## src/common/fe_pkg.sv

```systemverilog
// forwarding engine shared constants, types and helpers
package fe_pkg;
  localparam logic [7:0] ADDR_FWD_PORT = 8'h20;
  localparam logic [7:0] ADDR_FWD_MODE = 8'h21;
  localparam logic [7:0] ADDR_TX_CTL = 8'h33;
  localparam logic [7:0] ADDR_TX_CAL = 8'h34;
  localparam logic [7:0] ADDR_TX_STAT = 8'h35;
  localparam logic [7:0] ADDR_VC_MAP = 8'h40;
  localparam logic [7:0] RST_FWD_PORT = 8'h30;
  localparam logic [7:0] RST_FWD_MODE = 8'h00;
  localparam logic [7:0] RST_TX_CTL = 8'h00;
  localparam logic [7:0] RST_TX_CAL = 8'h00;
  localparam logic [7:0] RST_VC_MAP = 8'h04;
  localparam logic [7:0] VAL_ZERO = 8'h00;
  localparam int BIT_TX_EN = 0;
  localparam int BIT_CONT_CLK = 1;
  localparam int BIT_CAL_EN = 0;
  localparam int BIT_RR = 0;
  localparam int SYNC_LO = 2;
  localparam int OFF_LO = 4;
  localparam int BIT_STAT_SYNC = 0;
  localparam int BIT_STAT_LOST = 1;
  localparam logic [5:0] DT_FS = 6'h00;
  localparam logic [5:0] DT_FE = 6'h01;
  localparam logic [5:0] DT_LONG_MIN = 6'h10;
  localparam logic [15:0] HDR_LAST = 16'h0003;
  localparam int CLK_PERIOD_NS = 40;
  localparam int LINK_PERIOD_NS = 320;
  localparam logic [2:0] LINK_HALF = 3'(LINK_PERIOD_NS / CLK_PERIOD_NS / 2);
  localparam logic [2:0] LINK_DIV_LAST = 3'(LINK_PERIOD_NS / CLK_PERIOD_NS - 1);
  localparam int LINE_WINDOW_NS = 64000;
  localparam logic [11:0] LINE_WINDOW_CYCLES = 12'(LINE_WINDOW_NS / CLK_PERIOD_NS);
  localparam logic [2:0] SEQ_START_LAST = 3'h4;
  localparam logic [2:0] SEQ_STOP_LAST = 3'h3;

  typedef enum logic [1:0] {FE_SYNC_OFF, FE_SYNC_BASIC, FE_SYNC_INTERLEAVE, FE_SYNC_CONCAT} fe_sync_t;
  typedef enum logic [1:0] {FE_KIND_FS, FE_KIND_FE, FE_KIND_LINE, FE_KIND_OTHER} fe_kind_t;

  function automatic fe_kind_t fe_kind(input logic [5:0] dt);
    if (dt == DT_FS) return FE_KIND_FS;
    if (dt == DT_FE) return FE_KIND_FE;
    if (dt >= DT_LONG_MIN) return FE_KIND_LINE;
    return FE_KIND_OTHER;
  endfunction

  // simplified check byte, not a full error-correcting code
  function automatic logic [7:0] fe_check(input logic [7:0] a, input logic [7:0] b, input logic [7:0] c);
    return a ^ b ^ c;
  endfunction
endpackage

```

## src/common/fe_link_if.sv

```systemverilog
// register port and output lanes between the engine and the video host
`timescale 1ns/100ps
interface fe_link_if;
  logic reg_wr;
  logic reg_rd;
  logic [7:0] reg_addr;
  logic [7:0] reg_wdata;
  logic [7:0] reg_rdata;
  logic reg_ack;
  logic lane_en;
  logic lane_hs;
  logic lane_clk;
  logic [7:0] lane_byte;
  modport dev (input reg_wr, reg_rd, reg_addr, reg_wdata,
               output reg_rdata, reg_ack, lane_en, lane_hs, lane_clk, lane_byte);
  modport host (output reg_wr, reg_rd, reg_addr, reg_wdata,
                input reg_rdata, reg_ack, lane_en, lane_hs, lane_clk, lane_byte);
endinterface

```

## src/hdl/fe_forward_engine.sv

```systemverilog
// forwarding engine: buffers to output lanes, with register file
`timescale 1ns/100ps
// Notes on behaviour
// forward buffer packets, make lane transitions
// watch buffers for complete packet availability
// per port disable stops its forwarding
// engine draws either buffer, independently
// transmitter enable puts lanes in stop state
// software stops in four ordered steps
// software starts in three ordered steps; the host start sequence writes five ordered steps (step 0 to SEQ_START_LAST)
// best effort sends promptly, round robin
// best effort uses channel ids, no alignment
// best effort runs when its bit set
// synced mode orders port 0 before 1
// synced sources aligned, identical video format
// on sync failure discard until frame start
// synced status plus read-cleared lost flag
// synced field selects three variants
// software enters synced mode in three steps
// basic mode pairs starts, lines, ends
// basic mode tags packets with port channel
// interleave keeps only port 0 sync packets
// interleave sources share one channel id; in interleave the engine tags each port with its own channel from vc_map_r
// no pull until whole packet present
// synced status reads zero when off
// missing partner packet within line fails
module fe_forward_engine import fe_pkg::*; (
  input wire logic clock_in,
  input wire logic rst_in,
  fe_link_if.dev link,
  input wire logic [1:0] buf_ready_in,
  input wire logic [1:0][5:0] buf_dt_in,
  input wire logic [1:0][15:0] buf_len_in,
  input wire logic [1:0][7:0] buf_data_in,
  output logic [1:0] buf_pop_out
);
  typedef enum logic [2:0] {ST_IDLE, ST_HDR, ST_PAY, ST_END, ST_DROP} fe_state_t;

  logic [7:0] port_ctl_r, port_ctl_nxt, mode_ctl_r, mode_ctl_nxt, tx_ctl_r, tx_ctl_nxt;
  logic [7:0] cal_ctl_r, cal_ctl_nxt, vc_map_r, vc_map_nxt, rdata_r, rdata_nxt;
  logic ack_r, ack_nxt, lost_r, lost_nxt, lost_set;
  fe_state_t state_r, state_nxt;
  logic sel_r, sel_nxt, want_r, want_nxt, last_r, last_nxt, sync_ok_r, sync_ok_nxt;
  logic hs_r, hs_nxt, clk_r, clk_nxt;
  logic [15:0] idx_r, idx_nxt, len_r, len_nxt;
  logic [5:0] dt_r, dt_nxt;
  logic [1:0] vc_r, vc_nxt;
  fe_kind_t ref_kind_r, ref_kind_nxt;
  logic [11:0] wait_r, wait_nxt;
  logic [2:0] div_r, div_nxt;
  logic [7:0] byte_r, byte_nxt;
  logic tx_en, tick, paired, one_pop, pick;
  logic [1:0] enabled, avail, fs_head;
  fe_sync_t sync_mode;

  assign tx_en = tx_ctl_r[BIT_TX_EN];
  assign enabled = ~port_ctl_r[OFF_LO +: 2];
  assign sync_mode = fe_sync_t'(mode_ctl_r[SYNC_LO +: 2]);
  assign avail = buf_ready_in & enabled;
  assign fs_head = {fe_kind(buf_dt_in[1]) == FE_KIND_FS, fe_kind(buf_dt_in[0]) == FE_KIND_FS};
  assign tick = (div_r == LINK_DIV_LAST);
  assign paired = (enabled == 2'b11);
  assign one_pop = (fe_kind(dt_r) != FE_KIND_LINE) || (len_r == 16'h0000);

  // register file
  always_comb begin
    port_ctl_nxt = port_ctl_r;
    mode_ctl_nxt = mode_ctl_r;
    tx_ctl_nxt = tx_ctl_r;
    cal_ctl_nxt = cal_ctl_r;
    vc_map_nxt = vc_map_r;
    rdata_nxt = rdata_r;
    ack_nxt = link.reg_rd;
    // set wins over the read that clears
    lost_nxt = lost_set | (lost_r & ~(link.reg_rd && link.reg_addr == ADDR_TX_STAT));
    if (link.reg_wr) begin
      case (link.reg_addr)
        ADDR_FWD_PORT: port_ctl_nxt = link.reg_wdata;
        ADDR_FWD_MODE: mode_ctl_nxt = link.reg_wdata;
        ADDR_TX_CTL: tx_ctl_nxt = link.reg_wdata;
        ADDR_TX_CAL: cal_ctl_nxt = link.reg_wdata;
        ADDR_VC_MAP: vc_map_nxt = link.reg_wdata;
        default: ;
      endcase
    end
    if (link.reg_rd) begin
      case (link.reg_addr)
        ADDR_FWD_PORT: rdata_nxt = port_ctl_r;
        ADDR_FWD_MODE: rdata_nxt = mode_ctl_r;
        ADDR_TX_CTL: rdata_nxt = tx_ctl_r;
        ADDR_TX_CAL: rdata_nxt = cal_ctl_r;
        ADDR_VC_MAP: rdata_nxt = vc_map_r;
        ADDR_TX_STAT: begin
          rdata_nxt = VAL_ZERO;
          rdata_nxt[BIT_STAT_SYNC] = sync_ok_r && (sync_mode != FE_SYNC_OFF);
          rdata_nxt[BIT_STAT_LOST] = lost_r;
        end
        default: rdata_nxt = VAL_ZERO;
      endcase
    end
  end

  always_ff @(posedge clock_in) begin
    if (rst_in) begin
      port_ctl_r <= RST_FWD_PORT;
      mode_ctl_r <= RST_FWD_MODE;
      tx_ctl_r <= RST_TX_CTL;
      cal_ctl_r <= RST_TX_CAL;
      vc_map_r <= RST_VC_MAP;
      rdata_r <= VAL_ZERO;
      ack_r <= 1'b0;
      lost_r <= 1'b0;
    end else begin
      port_ctl_r <= port_ctl_nxt;
      mode_ctl_r <= mode_ctl_nxt;
      tx_ctl_r <= tx_ctl_nxt;
      cal_ctl_r <= cal_ctl_nxt;
      vc_map_r <= vc_map_nxt;
      rdata_r <= rdata_nxt;
      ack_r <= ack_nxt;
      lost_r <= lost_nxt;
    end
  end

  // forwarding engine
  always_comb begin
    state_nxt = state_r;
    sel_nxt = sel_r;
    want_nxt = want_r;
    last_nxt = last_r;
    sync_ok_nxt = sync_ok_r;
    hs_nxt = hs_r;
    idx_nxt = idx_r;
    len_nxt = len_r;
    dt_nxt = dt_r;
    vc_nxt = vc_r;
    ref_kind_nxt = ref_kind_r;
    wait_nxt = wait_r;
    byte_nxt = byte_r;
    buf_pop_out = 2'b00;
    lost_set = 1'b0;
    pick = 1'b0;
    div_nxt = tx_en ? 3'(div_r + 3'h1) : 3'h0;
    case (state_r)
      ST_IDLE: begin
        if (sync_mode == FE_SYNC_OFF) begin
          sync_ok_nxt = 1'b0;
          if (tx_en && mode_ctl_r[BIT_RR]) begin
            pick = avail[~last_r] ? ~last_r : last_r;
            if (avail[pick]) begin
              last_nxt = pick;
              state_nxt = ST_HDR;
            end
          end
        end else if (tx_en && !sync_ok_r) begin
          // resync only when every enabled port heads with a frame start
          if (enabled != 2'b00 && (avail & fs_head) == enabled) begin
            sync_ok_nxt = 1'b1;
            want_nxt = ~enabled[0];
            wait_nxt = 12'h000;
          end else if (avail[0] && !fs_head[0]) begin
            pick = 1'b0;
            state_nxt = ST_DROP;
          end else if (avail[1] && !fs_head[1]) begin
            pick = 1'b1;
            state_nxt = ST_DROP;
          end
        end else if (tx_en) begin
          pick = want_r;
          if (avail[pick]) begin
            if (paired && pick && fe_kind(buf_dt_in[1]) != ref_kind_r) begin
              sync_ok_nxt = 1'b0;
              lost_set = 1'b1;
            end else begin
              ref_kind_nxt = fe_kind(buf_dt_in[pick]);
              want_nxt = enabled[~pick] ? ~pick : pick;
              wait_nxt = 12'h000;
              if (sync_mode != FE_SYNC_BASIC && paired && pick && fe_kind(buf_dt_in[1]) != FE_KIND_LINE)
                state_nxt = ST_DROP;
              else
                state_nxt = ST_HDR;
            end
          end else if (paired && pick) begin
            wait_nxt = 12'(wait_r + 12'h001);
            if (wait_r == LINE_WINDOW_CYCLES - 12'h001) begin
              sync_ok_nxt = 1'b0;
              lost_set = 1'b1;
            end
          end
        end
        if (state_nxt != ST_IDLE) begin
          sel_nxt = pick;
          dt_nxt = buf_dt_in[pick];
          len_nxt = buf_len_in[pick];
          idx_nxt = 16'h0000;
          // concatenation takes the lowest port's channel
          vc_nxt = (sync_mode == FE_SYNC_CONCAT) ? vc_map_r[1:0] : vc_map_r[2 * pick +: 2];
          if (state_nxt == ST_DROP && (fe_kind(buf_dt_in[pick]) != FE_KIND_LINE || buf_len_in[pick] == 16'h0000))
            len_nxt = 16'h0001;
        end
      end
      ST_HDR: begin
        if (tick) begin
          hs_nxt = 1'b1;
          case (idx_r[1:0])
            2'h0: byte_nxt = {vc_r, dt_r};
            2'h1: byte_nxt = len_r[7:0];
            2'h2: byte_nxt = len_r[15:8];
            default: byte_nxt = fe_check({vc_r, dt_r}, len_r[7:0], len_r[15:8]);
          endcase
          if (idx_r == 16'h0000 && one_pop)
            buf_pop_out[sel_r] = 1'b1;
          idx_nxt = 16'(idx_r + 16'h0001);
          if (idx_r == HDR_LAST) begin
            idx_nxt = 16'h0000;
            state_nxt = one_pop ? ST_END : ST_PAY;
          end
        end
      end
      ST_PAY: begin
        if (tick) begin
          byte_nxt = buf_data_in[sel_r];
          buf_pop_out[sel_r] = 1'b1;
          idx_nxt = 16'(idx_r + 16'h0001);
          if (idx_r == 16'(len_r - 16'h0001))
            state_nxt = ST_END;
        end
      end
      ST_END: begin
        if (tick) begin
          hs_nxt = 1'b0;
          state_nxt = ST_IDLE;
        end
      end
      ST_DROP: begin
        buf_pop_out[sel_r] = 1'b1;
        idx_nxt = 16'(idx_r + 16'h0001);
        if (idx_r == 16'(len_r - 16'h0001))
          state_nxt = ST_IDLE;
      end
      default: state_nxt = ST_IDLE;
    endcase
    // dropping the enable aborts the burst straight to stop state
    if (!tx_en) begin
      if (state_r != ST_DROP)
        state_nxt = ST_IDLE;
      hs_nxt = 1'b0;
    end
    clk_nxt = tx_en && (hs_nxt || tx_ctl_r[BIT_CONT_CLK]) && (div_nxt >= LINK_HALF);
  end

  always_ff @(posedge clock_in) begin
    if (rst_in) begin
      state_r <= ST_IDLE;
      sel_r <= 1'b0;
      want_r <= 1'b0;
      last_r <= 1'b1;
      sync_ok_r <= 1'b0;
      hs_r <= 1'b0;
      clk_r <= 1'b0;
      idx_r <= 16'h0000;
      len_r <= 16'h0000;
      dt_r <= 6'h00;
      vc_r <= 2'h0;
      ref_kind_r <= FE_KIND_FS;
      wait_r <= 12'h000;
      div_r <= 3'h0;
      byte_r <= 8'h00;
    end else begin
      state_r <= state_nxt;
      sel_r <= sel_nxt;
      want_r <= want_nxt;
      last_r <= last_nxt;
      sync_ok_r <= sync_ok_nxt;
      hs_r <= hs_nxt;
      clk_r <= clk_nxt;
      idx_r <= idx_nxt;
      len_r <= len_nxt;
      dt_r <= dt_nxt;
      vc_r <= vc_nxt;
      ref_kind_r <= ref_kind_nxt;
      wait_r <= wait_nxt;
      div_r <= div_nxt;
      byte_r <= byte_nxt;
    end
  end

  assign link.reg_rdata = rdata_r;
  assign link.reg_ack = ack_r;
  assign link.lane_en = tx_en;
  assign link.lane_hs = hs_r;
  assign link.lane_clk = clk_r;
  assign link.lane_byte = byte_r;
endmodule // fe_forward_engine

```

## src/flat_wrapper.sv

```systemverilog
// flat-port wrapper written by rule: the top's interface ports become plain ports
module fe_forward_engine_flat import fe_pkg::*;
  (clock_in, rst_in, buf_ready_in, buf_dt_in, buf_len_in, buf_data_in, buf_pop_out, link_reg_wr, link_reg_rd, link_reg_addr, link_reg_wdata, link_reg_rdata, link_reg_ack, link_lane_en, link_lane_hs, link_lane_clk, link_lane_byte);
  fe_link_if link_i ();
  input wire logic clock_in;
  input wire logic rst_in;
  input wire logic [1:0] buf_ready_in;
  input wire logic [1:0][5:0] buf_dt_in;
  input wire logic [1:0][15:0] buf_len_in;
  input wire logic [1:0][7:0] buf_data_in;
  output logic [1:0] buf_pop_out;
  input wire logic [$bits(link_i.reg_wr)-1:0] link_reg_wr;
  input wire logic [$bits(link_i.reg_rd)-1:0] link_reg_rd;
  input wire logic [$bits(link_i.reg_addr)-1:0] link_reg_addr;
  input wire logic [$bits(link_i.reg_wdata)-1:0] link_reg_wdata;
  output wire logic [$bits(link_i.reg_rdata)-1:0] link_reg_rdata;
  output wire logic [$bits(link_i.reg_ack)-1:0] link_reg_ack;
  output wire logic [$bits(link_i.lane_en)-1:0] link_lane_en;
  output wire logic [$bits(link_i.lane_hs)-1:0] link_lane_hs;
  output wire logic [$bits(link_i.lane_clk)-1:0] link_lane_clk;
  output wire logic [$bits(link_i.lane_byte)-1:0] link_lane_byte;
  assign link_i.reg_wr = link_reg_wr;
  assign link_i.reg_rd = link_reg_rd;
  assign link_i.reg_addr = link_reg_addr;
  assign link_i.reg_wdata = link_reg_wdata;
  assign link_reg_rdata = link_i.reg_rdata;
  assign link_reg_ack = link_i.reg_ack;
  assign link_lane_en = link_i.lane_en;
  assign link_lane_hs = link_i.lane_hs;
  assign link_lane_clk = link_i.lane_clk;
  assign link_lane_byte = link_i.lane_byte;
  fe_forward_engine u_core (.clock_in(clock_in), .rst_in(rst_in), .link(link_i), .buf_ready_in(buf_ready_in), .buf_dt_in(buf_dt_in), .buf_len_in(buf_len_in), .buf_data_in(buf_data_in), .buf_pop_out(buf_pop_out));
endmodule
```

## config.mk

```make
export PLATFORM = sky130hd
export DESIGN_NAME = fe_forward_engine_flat
export DESIGN_NICKNAME = d
export VERILOG_FILES = /design/src/common/fe_pkg.sv /design/src/common/fe_link_if.sv /design/src/hdl/fe_forward_engine.sv /design/src/flat_wrapper.sv
export SDC_FILE = /design/constraint.sdc
export NUM_CORES = 1
export LEC_CHECK = 0
export BUFFER_PORTS_ARGS = -buffer_cell sky130_fd_sc_hd__buf_2
export CAP_MARGIN = 20
export CORE_MARGIN = 4
export CORE_UTILIZATION = 45
export DETAILED_ROUTE_END_ITERATION = 7
export PLACE_DENSITY = 0.65
export SYNTH_ARGS = -nofsm -noshare
export SYNTH_HDL_FRONTEND = slang
export SYNTH_SLANG_ARGS = --single-unit
```

## constraint.sdc

```tcl
create_clock -name clock_in -period 3.6 [get_ports clock_in]
set_clock_uncertainty 0.05 [all_clocks]
set_input_delay 0.72 -clock clock_in [delete_from_list [all_inputs] [get_ports clock_in]]
set_output_delay 0.72 -clock clock_in [all_outputs]
set_load 0.02 [all_outputs]
```

# ---- Word level (Yosys, flattened, before mapping)
# Index checks and enable logic that the tools add are counted.
dict set report classes {
  add_sub_neg 4
  magnitude_cmp 13
  n_eq_ne 39
  n_shift 1
  muxes 240
  bitwise_logic 14
  reduce_logical 61
}
# operator n
set op_table {}
lappend op_table {{$mux W1} 137}
lappend op_table {{$mux W16} 7}
lappend op_table {{$mux W2} 53}
lappend op_table {{$mux W12} 6}
lappend op_table {{$pmux W16 S4} 1}
lappend op_table {{$mux W3} 21}
lappend op_table {{$logic_not A16 Y1} 3}
lappend op_table {{$pmux W8 S6} 1}
lappend op_table {{$eq A8 B6 Y1 const B} 5}
lappend op_table {{$mux W8} 4}
lappend op_table {{$eq A6 B1 Y1 const B} 5}
lappend op_table {{$ge A6 B5 Y1 const B} 5}
lappend op_table {{$logic_not A6 Y1} 5}
lappend op_table {{$mux W6} 4}
lappend op_table {{$pmux W8 S3} 1}
lappend op_table {{$reduce_and A6 Y1} 3}
lappend op_table {{$logic_and A1 B1 Y1} 17}
lappend op_table {{$add A16 B1 Y16 const B} 1}
lappend op_table {{$eq A16 B16 Y1} 1}
lappend op_table {{$eq A16 B2 Y1 const B} 1}
lappend op_table {{$pmux W8 S2} 1}
lappend op_table {{$sub A16 B1 Y16 const B} 1}
lappend op_table {{$xor A8 B8 Y8} 2}
lappend op_table {{$pmux W3 S5} 1}
lappend op_table {{39 further kinds} 86}
dict set report totals {
  reg_bits 124
  in_bits 82
}

# ---- Logic depth before layout (Yosys ltp)
dict set report depth {
  depth_word 90
  ltp_mapped 11
  mapped_depth_nobuf 9
}

# ---- Least setup slack after synthesis
# No wires, ideal clock.
dict set report synth_timing {
  kind {reg-to-output}
  start {reg u_core.len_r[0]}
  end {out buf_pop_out[1]}
  arrival_time_ps 2342
  required_ps 2830
  setup_slack_ps 488
  path_stages_with_launch 10
  cell_sequence {dfxtp_1 -> clkbuf_1 -> inv_1 -> ha_1 -> or4b_1 -> nor4_2 -> a21o_1 -> a21oi_1 -> o31a_1 -> nor2b_1}
}
dict set report synth_via {
  elab_chain_len 6
}
# item line
set synth_lines {}
lappend synth_lines {{start: declaration} fe_forward_engine.sv:45} ;# logic [15:0] idx_r, idx_nxt, len_r, len_nxt;
lappend synth_lines {{start signal: assignment} fe_forward_engine.sv:278} ;# len_r <= len_nxt;
lappend synth_lines {{$logic_not A16 Y1} fe_forward_engine.sv:63} ;# assign one_pop = (fe_kind(dt_r) != FE_KIND_LINE) || (len_r == 16'h0000);
lappend synth_lines {{$logic_or A1 B1 Y1} fe_forward_engine.sv:63}
lappend synth_lines {{$logic_and A1 B1 Y1} fe_forward_engine.sv:211} ;# if (idx_r == 16'h0000 && one_pop)
lappend synth_lines {{$mux W2} fe_forward_engine.sv:211}
lappend synth_lines {{$mux W2} fe_forward_engine.sv:203} ;# if (tick) begin
lappend synth_lines {{$pmux W2 S3} fe_forward_engine.sv:144} ;# case (state_r)
lappend synth_lines {{end: declaration} flat_wrapper.sv:11} ;# output logic [1:0] buf_pop_out;
# Every way passes these cells.

# ---- Worst setup path in the final report
# Ends and elaborated chain as after synthesis.

==> qor_table.md <==
| Parameter | This run |
|:---|:---|
| Nets | 1,077 |
| Pleak | 3.29 nW |
| Total of flip-flops plus latches after synthesis | 124 |
| DIE WIDTH | 134 um |
| Post-synth net total | 987 |
| Post-synthesis cell type with the largest combined area | dfxtp_1 |
| Clock Root Buffer | clkbuf_16 |
| Power per unit of standard cell area | 386 nW/um2 |
| Global routing usage summed across all routing layers | 22.8% |
| Worst voltage drop across the vdd grid | 0.352 mV |
| Slowest Stage Delay on Critical Path | 0.50 ns |
| Max Root-Sink Buffers | 2 |
| Clk_lat worst skew | 0.42 ns |
| Final Critical Period | 3.44 ns |
| Total number of yosys warnings | 0 |
| Top routing layer in use | met4 |
| Worst-path fanout max | 8 |
| Sum of met3 wire segment lengths after detailed routing | 775 um |
| Routed via count | 6,965 |
| Post-CTS clock slew at the launch and capture registers of the worst setup and hold paths | 0.06 ns |
| Final setup vio count | 0 |
| Category of the worst setup path capture point | output port |
| EDFF count, synth | 0 |
| Half-perimeter wire length after detailed placement | 14,800 um |
| Number of diodes | 0 |
| Pin slew with the least headroom to its limit | 1.04 ns |
| Critical path's slowest cell | or4b_4 |
| Maximum Capacitance Violations | 0 |
| Async S/R FF share, synth | 0% |
| Critical path launch point type | flop |
| I/O pin cnt | 104 |
| Layout cells sized above 1 | 20.5% |
| Final Hold Vio Count | 0 |
| Crit path from | u_core.len_r[0] |
| Signed area change from the synthesized netlist to the final layout | 19.2% |
| Start point of the worst hold path | u_core.div_r[0] |
| Final-layout worst hold slack | 0.376 ns |
| Clock tree from TritonCTS | done |
| Number of levels in the clock H-tree | 4 |
| CP cell instances | inv_2 -> ha_4 -> or4b_4 -> nor4_4 -> a21o_1 -> a21oi_1 -> o31a_1 -> nor2b_1 -> buf_2 |
| Row Count | 45 |
| Cells after synthesis | 897 |
| RD Place Congestion | 0.833 |
| Post-route setup TNS | 0 ns |
| Total overflow reported by the global router | 0 |
| Initial core utilization | 46.6% |
| WP buf/inv | 2 |
| Metal2 WL | 10,400 um |
| Mean cell area of the mapped netlist | 7.98 um2 |
| Largest net degree at the start of global routing | 46 |
| M1 wire length | 8890 um |
| Clock tree sinks | 124 |
| Vert. Die Dim | 134 um |
| Wire length after detailed routing | 20,500 um |
| Sequential share of the synthesized area | 34.7% |
| PortBufs | 103 |
| Number of nets still failing antenna checks after routing | 0 |
| Top cells by area, synth | dfxtp_1 (35%), a21oi_1 (6.4%), nand3_1 (4.7%) |
| Placeable core region | 15,400 um2 |
| Final worst-path cycle share | 95.5% |
| Relative max-transition margin | 30.5% |
| Residual DRC count | 0 |
| Primary FF master, synth | dfxtp_1 |
| Post-detailed-route wirelength per cell | 16.9 um |
| Critical path type | flop to output port |
| Number of max-slew violations in the final report | 0 |
| Critical path required time | 2.83 ns |
| Post-detailed-route via-to-cell ratio | 5.75 |
| RSZ-0062 raised after global routing | false |
| Vias in the first global route | 6,698 |
| Number of buffers created by CTS | 17 |
| Drt first-iter violations | 503 |
| Post-synth cell types | 69 |
| Die Footprint | 18,000 um2 |
| Hold/Removal Path Class | flop to flop |
| Wire length of the first global-routing pass | 33,700 um |
| Top Family by Delay on Critical Path | simple AND/OR/NAND/NOR gates |
| Top cell type's share of synthesized area | 34.7% |
| TritonRoute pass-1 iters | 5 |
| Summed instance area of the synthesized netlist | 7160 um2 |
| Run status | completed |
| CP arrival | 2.67 ns |
| Startpoint of the worst-slack reg-to-reg timing path | u_core.len_r[0] |
| Max Clk Rate | 0.291 GHz |
| Antenna violations before repair | 0 |
timing repair:
item                                    in CTS  in global routing
hold buffers                                 0                  0
pin swaps                                    1                  2
endpoints found under the hold margin        0                  0
endpoints found under the setup margin       2                  2
buffers inserted                             0                  1
cloned                                       0                  0
gates resized for setup                      1                  6
cell type report:
| cell class | instances | area, um2 |
|---|---|---|
| Fill cell | 1472 | 6840 |
| Clock buffer | 19 | 443 |
| Tap cell | 211 | 264 |
| Inverter | 12 | 45.0 |
| Clock inverter | 13 | 161 |
| Multi-Input combinational cell | 698 | 4390 |
| Sequential cell | 124 | 2480 |
| Timing Repair Buffer | 134 | 748 |
cell usage after synthesis, types with 9 or more instances:
master	number
o21ai_0	33
a211o_1	9
xor2_1	12
nor3_1	23
mux2i_1	25
a211oi_1	20
inv_1	12
mux2_2	15
nand2_1	88
dfxtp_1	124
nor2_1	77
nor2b_1	18
a32o_1	15
nor4_1	13
nand4_1	10
a21oi_1	92
or3_1	17
a22oi_1	20
and3_1	21
clkbuf_1	46
or4_1	9
xnor2_1	20
buf_2	11
nand3_1	67
sequential cells by signal, indices dropped and copies added (netlist names), 6 cells and up:
register,flops
u_core.dt_r,6
u_core.idx_r,16
u_core.link.lane_byte,8
u_core.mode_ctl_r,8
u_core.wait_r,12
u_core.link.reg_rdata,8
u_core.len_r,16
u_core.vc_map_r,8
u_core.port_ctl_r,8
u_core.tx_ctl_r,8
u_core.cal_ctl_r,8
where the power goes:
part	switching, mW	internal [mW]
logic	0.0907	0.0567
registers	0.00106	1.37
clock network	0.662	1.11
worst paths after layout:
path	to	slack (ns)	cells past startpoint
max	buf_pop_out[1]	0.16	9
min	u_core.div_r[0]	0.38	1
max reg2reg	u_core.state_r[2]	0.77	9
min reg2reg	u_core.div_r[0]	0.38	1
through the flow:
step | cells | setup WS [ns] | total power [mW] | instance area [um2] | util [%]
floorplan | 897 | 0.488 | 1.47 | 7160 | -
global placement | 1177 | 0.174 | 1.55 | 7890 | 51.3
detailed placement | 1177 | 0.140 | 1.55 | 7890 | 51.3
CTS | 1209 | 0.00174 | 3.32 | 8500 | 55.3
global route | 1211 | 0.0250 | 3.40 | 8530 | 55.5
finish | 1211 | 0.161 | 3.30 | 8530 | 55.5
kinds of logic after synthesis:
kind of cell / synth area share [%]
buffers and inverters: 4.39
AND/OR/NAND/NOR: 27.4
AO/OA/AOI/OAI: 22.4
multiplexers: 5.85
flip-flops: 34.7
adder cells (fa/ha/maj): 1.40
XOR/XNOR: 3.91
worst register-to-register path, delay by kind of cell (launching register included):
kind	cells	cell delay, ns
AO/OA/AOI/OAI	2	0.63
adder cells (fa/ha/maj)	1	0.16
buffers and inverters	1	0.09
flip-flops	1	0.38
AND/OR/NAND/NOR	5	1.41
metal layers:
metal | global-route usage (%) | up-vias
li1 | - | 3497
met1 | 28.7 | 3309
met2 | 39.1 | 128
met3 | 4.13 | 31
met4 | 8.43 | 0
met5 | 0 | -
cells in the final DEF (no fill, tap or decap), types with 4 or more instances in the layout:
| master | instances |
|---|---|
| buf_2 | 103 |
| a21o_1 | 4 |
| mux2_2 | 15 |
| nand2_1 | 88 |
| a21oi_1 | 92 |
| nor2b_1 | 18 |
| a32o_1 | 15 |
| nand4_1 | 10 |
| o21ai_0 | 33 |
| nor3_1 | 23 |
| inv_6 | 4 |
| xnor2_1 | 20 |
| or3_1 | 17 |
| buf_4 | 31 |
| clkbuf_16 | 17 |
| a211o_1 | 9 |
| a211oi_1 | 20 |
| inv_1 | 11 |
| a2111oi_0 | 7 |
| nand3_1 | 67 |
| a22oi_1 | 20 |
| dfxtp_1 | 122 |
| nor2_1 | 77 |
| xor2_1 | 12 |
| ha_1 | 7 |
| o31ai_1 | 5 |
| nor4_1 | 13 |
| nand2b_1 | 8 |
| mux2i_1 | 25 |
| clkinv_2 | 4 |
| or4_1 | 9 |
| and3_1 | 21 |
Note: power is estimated with default switching activity, not from simulation.
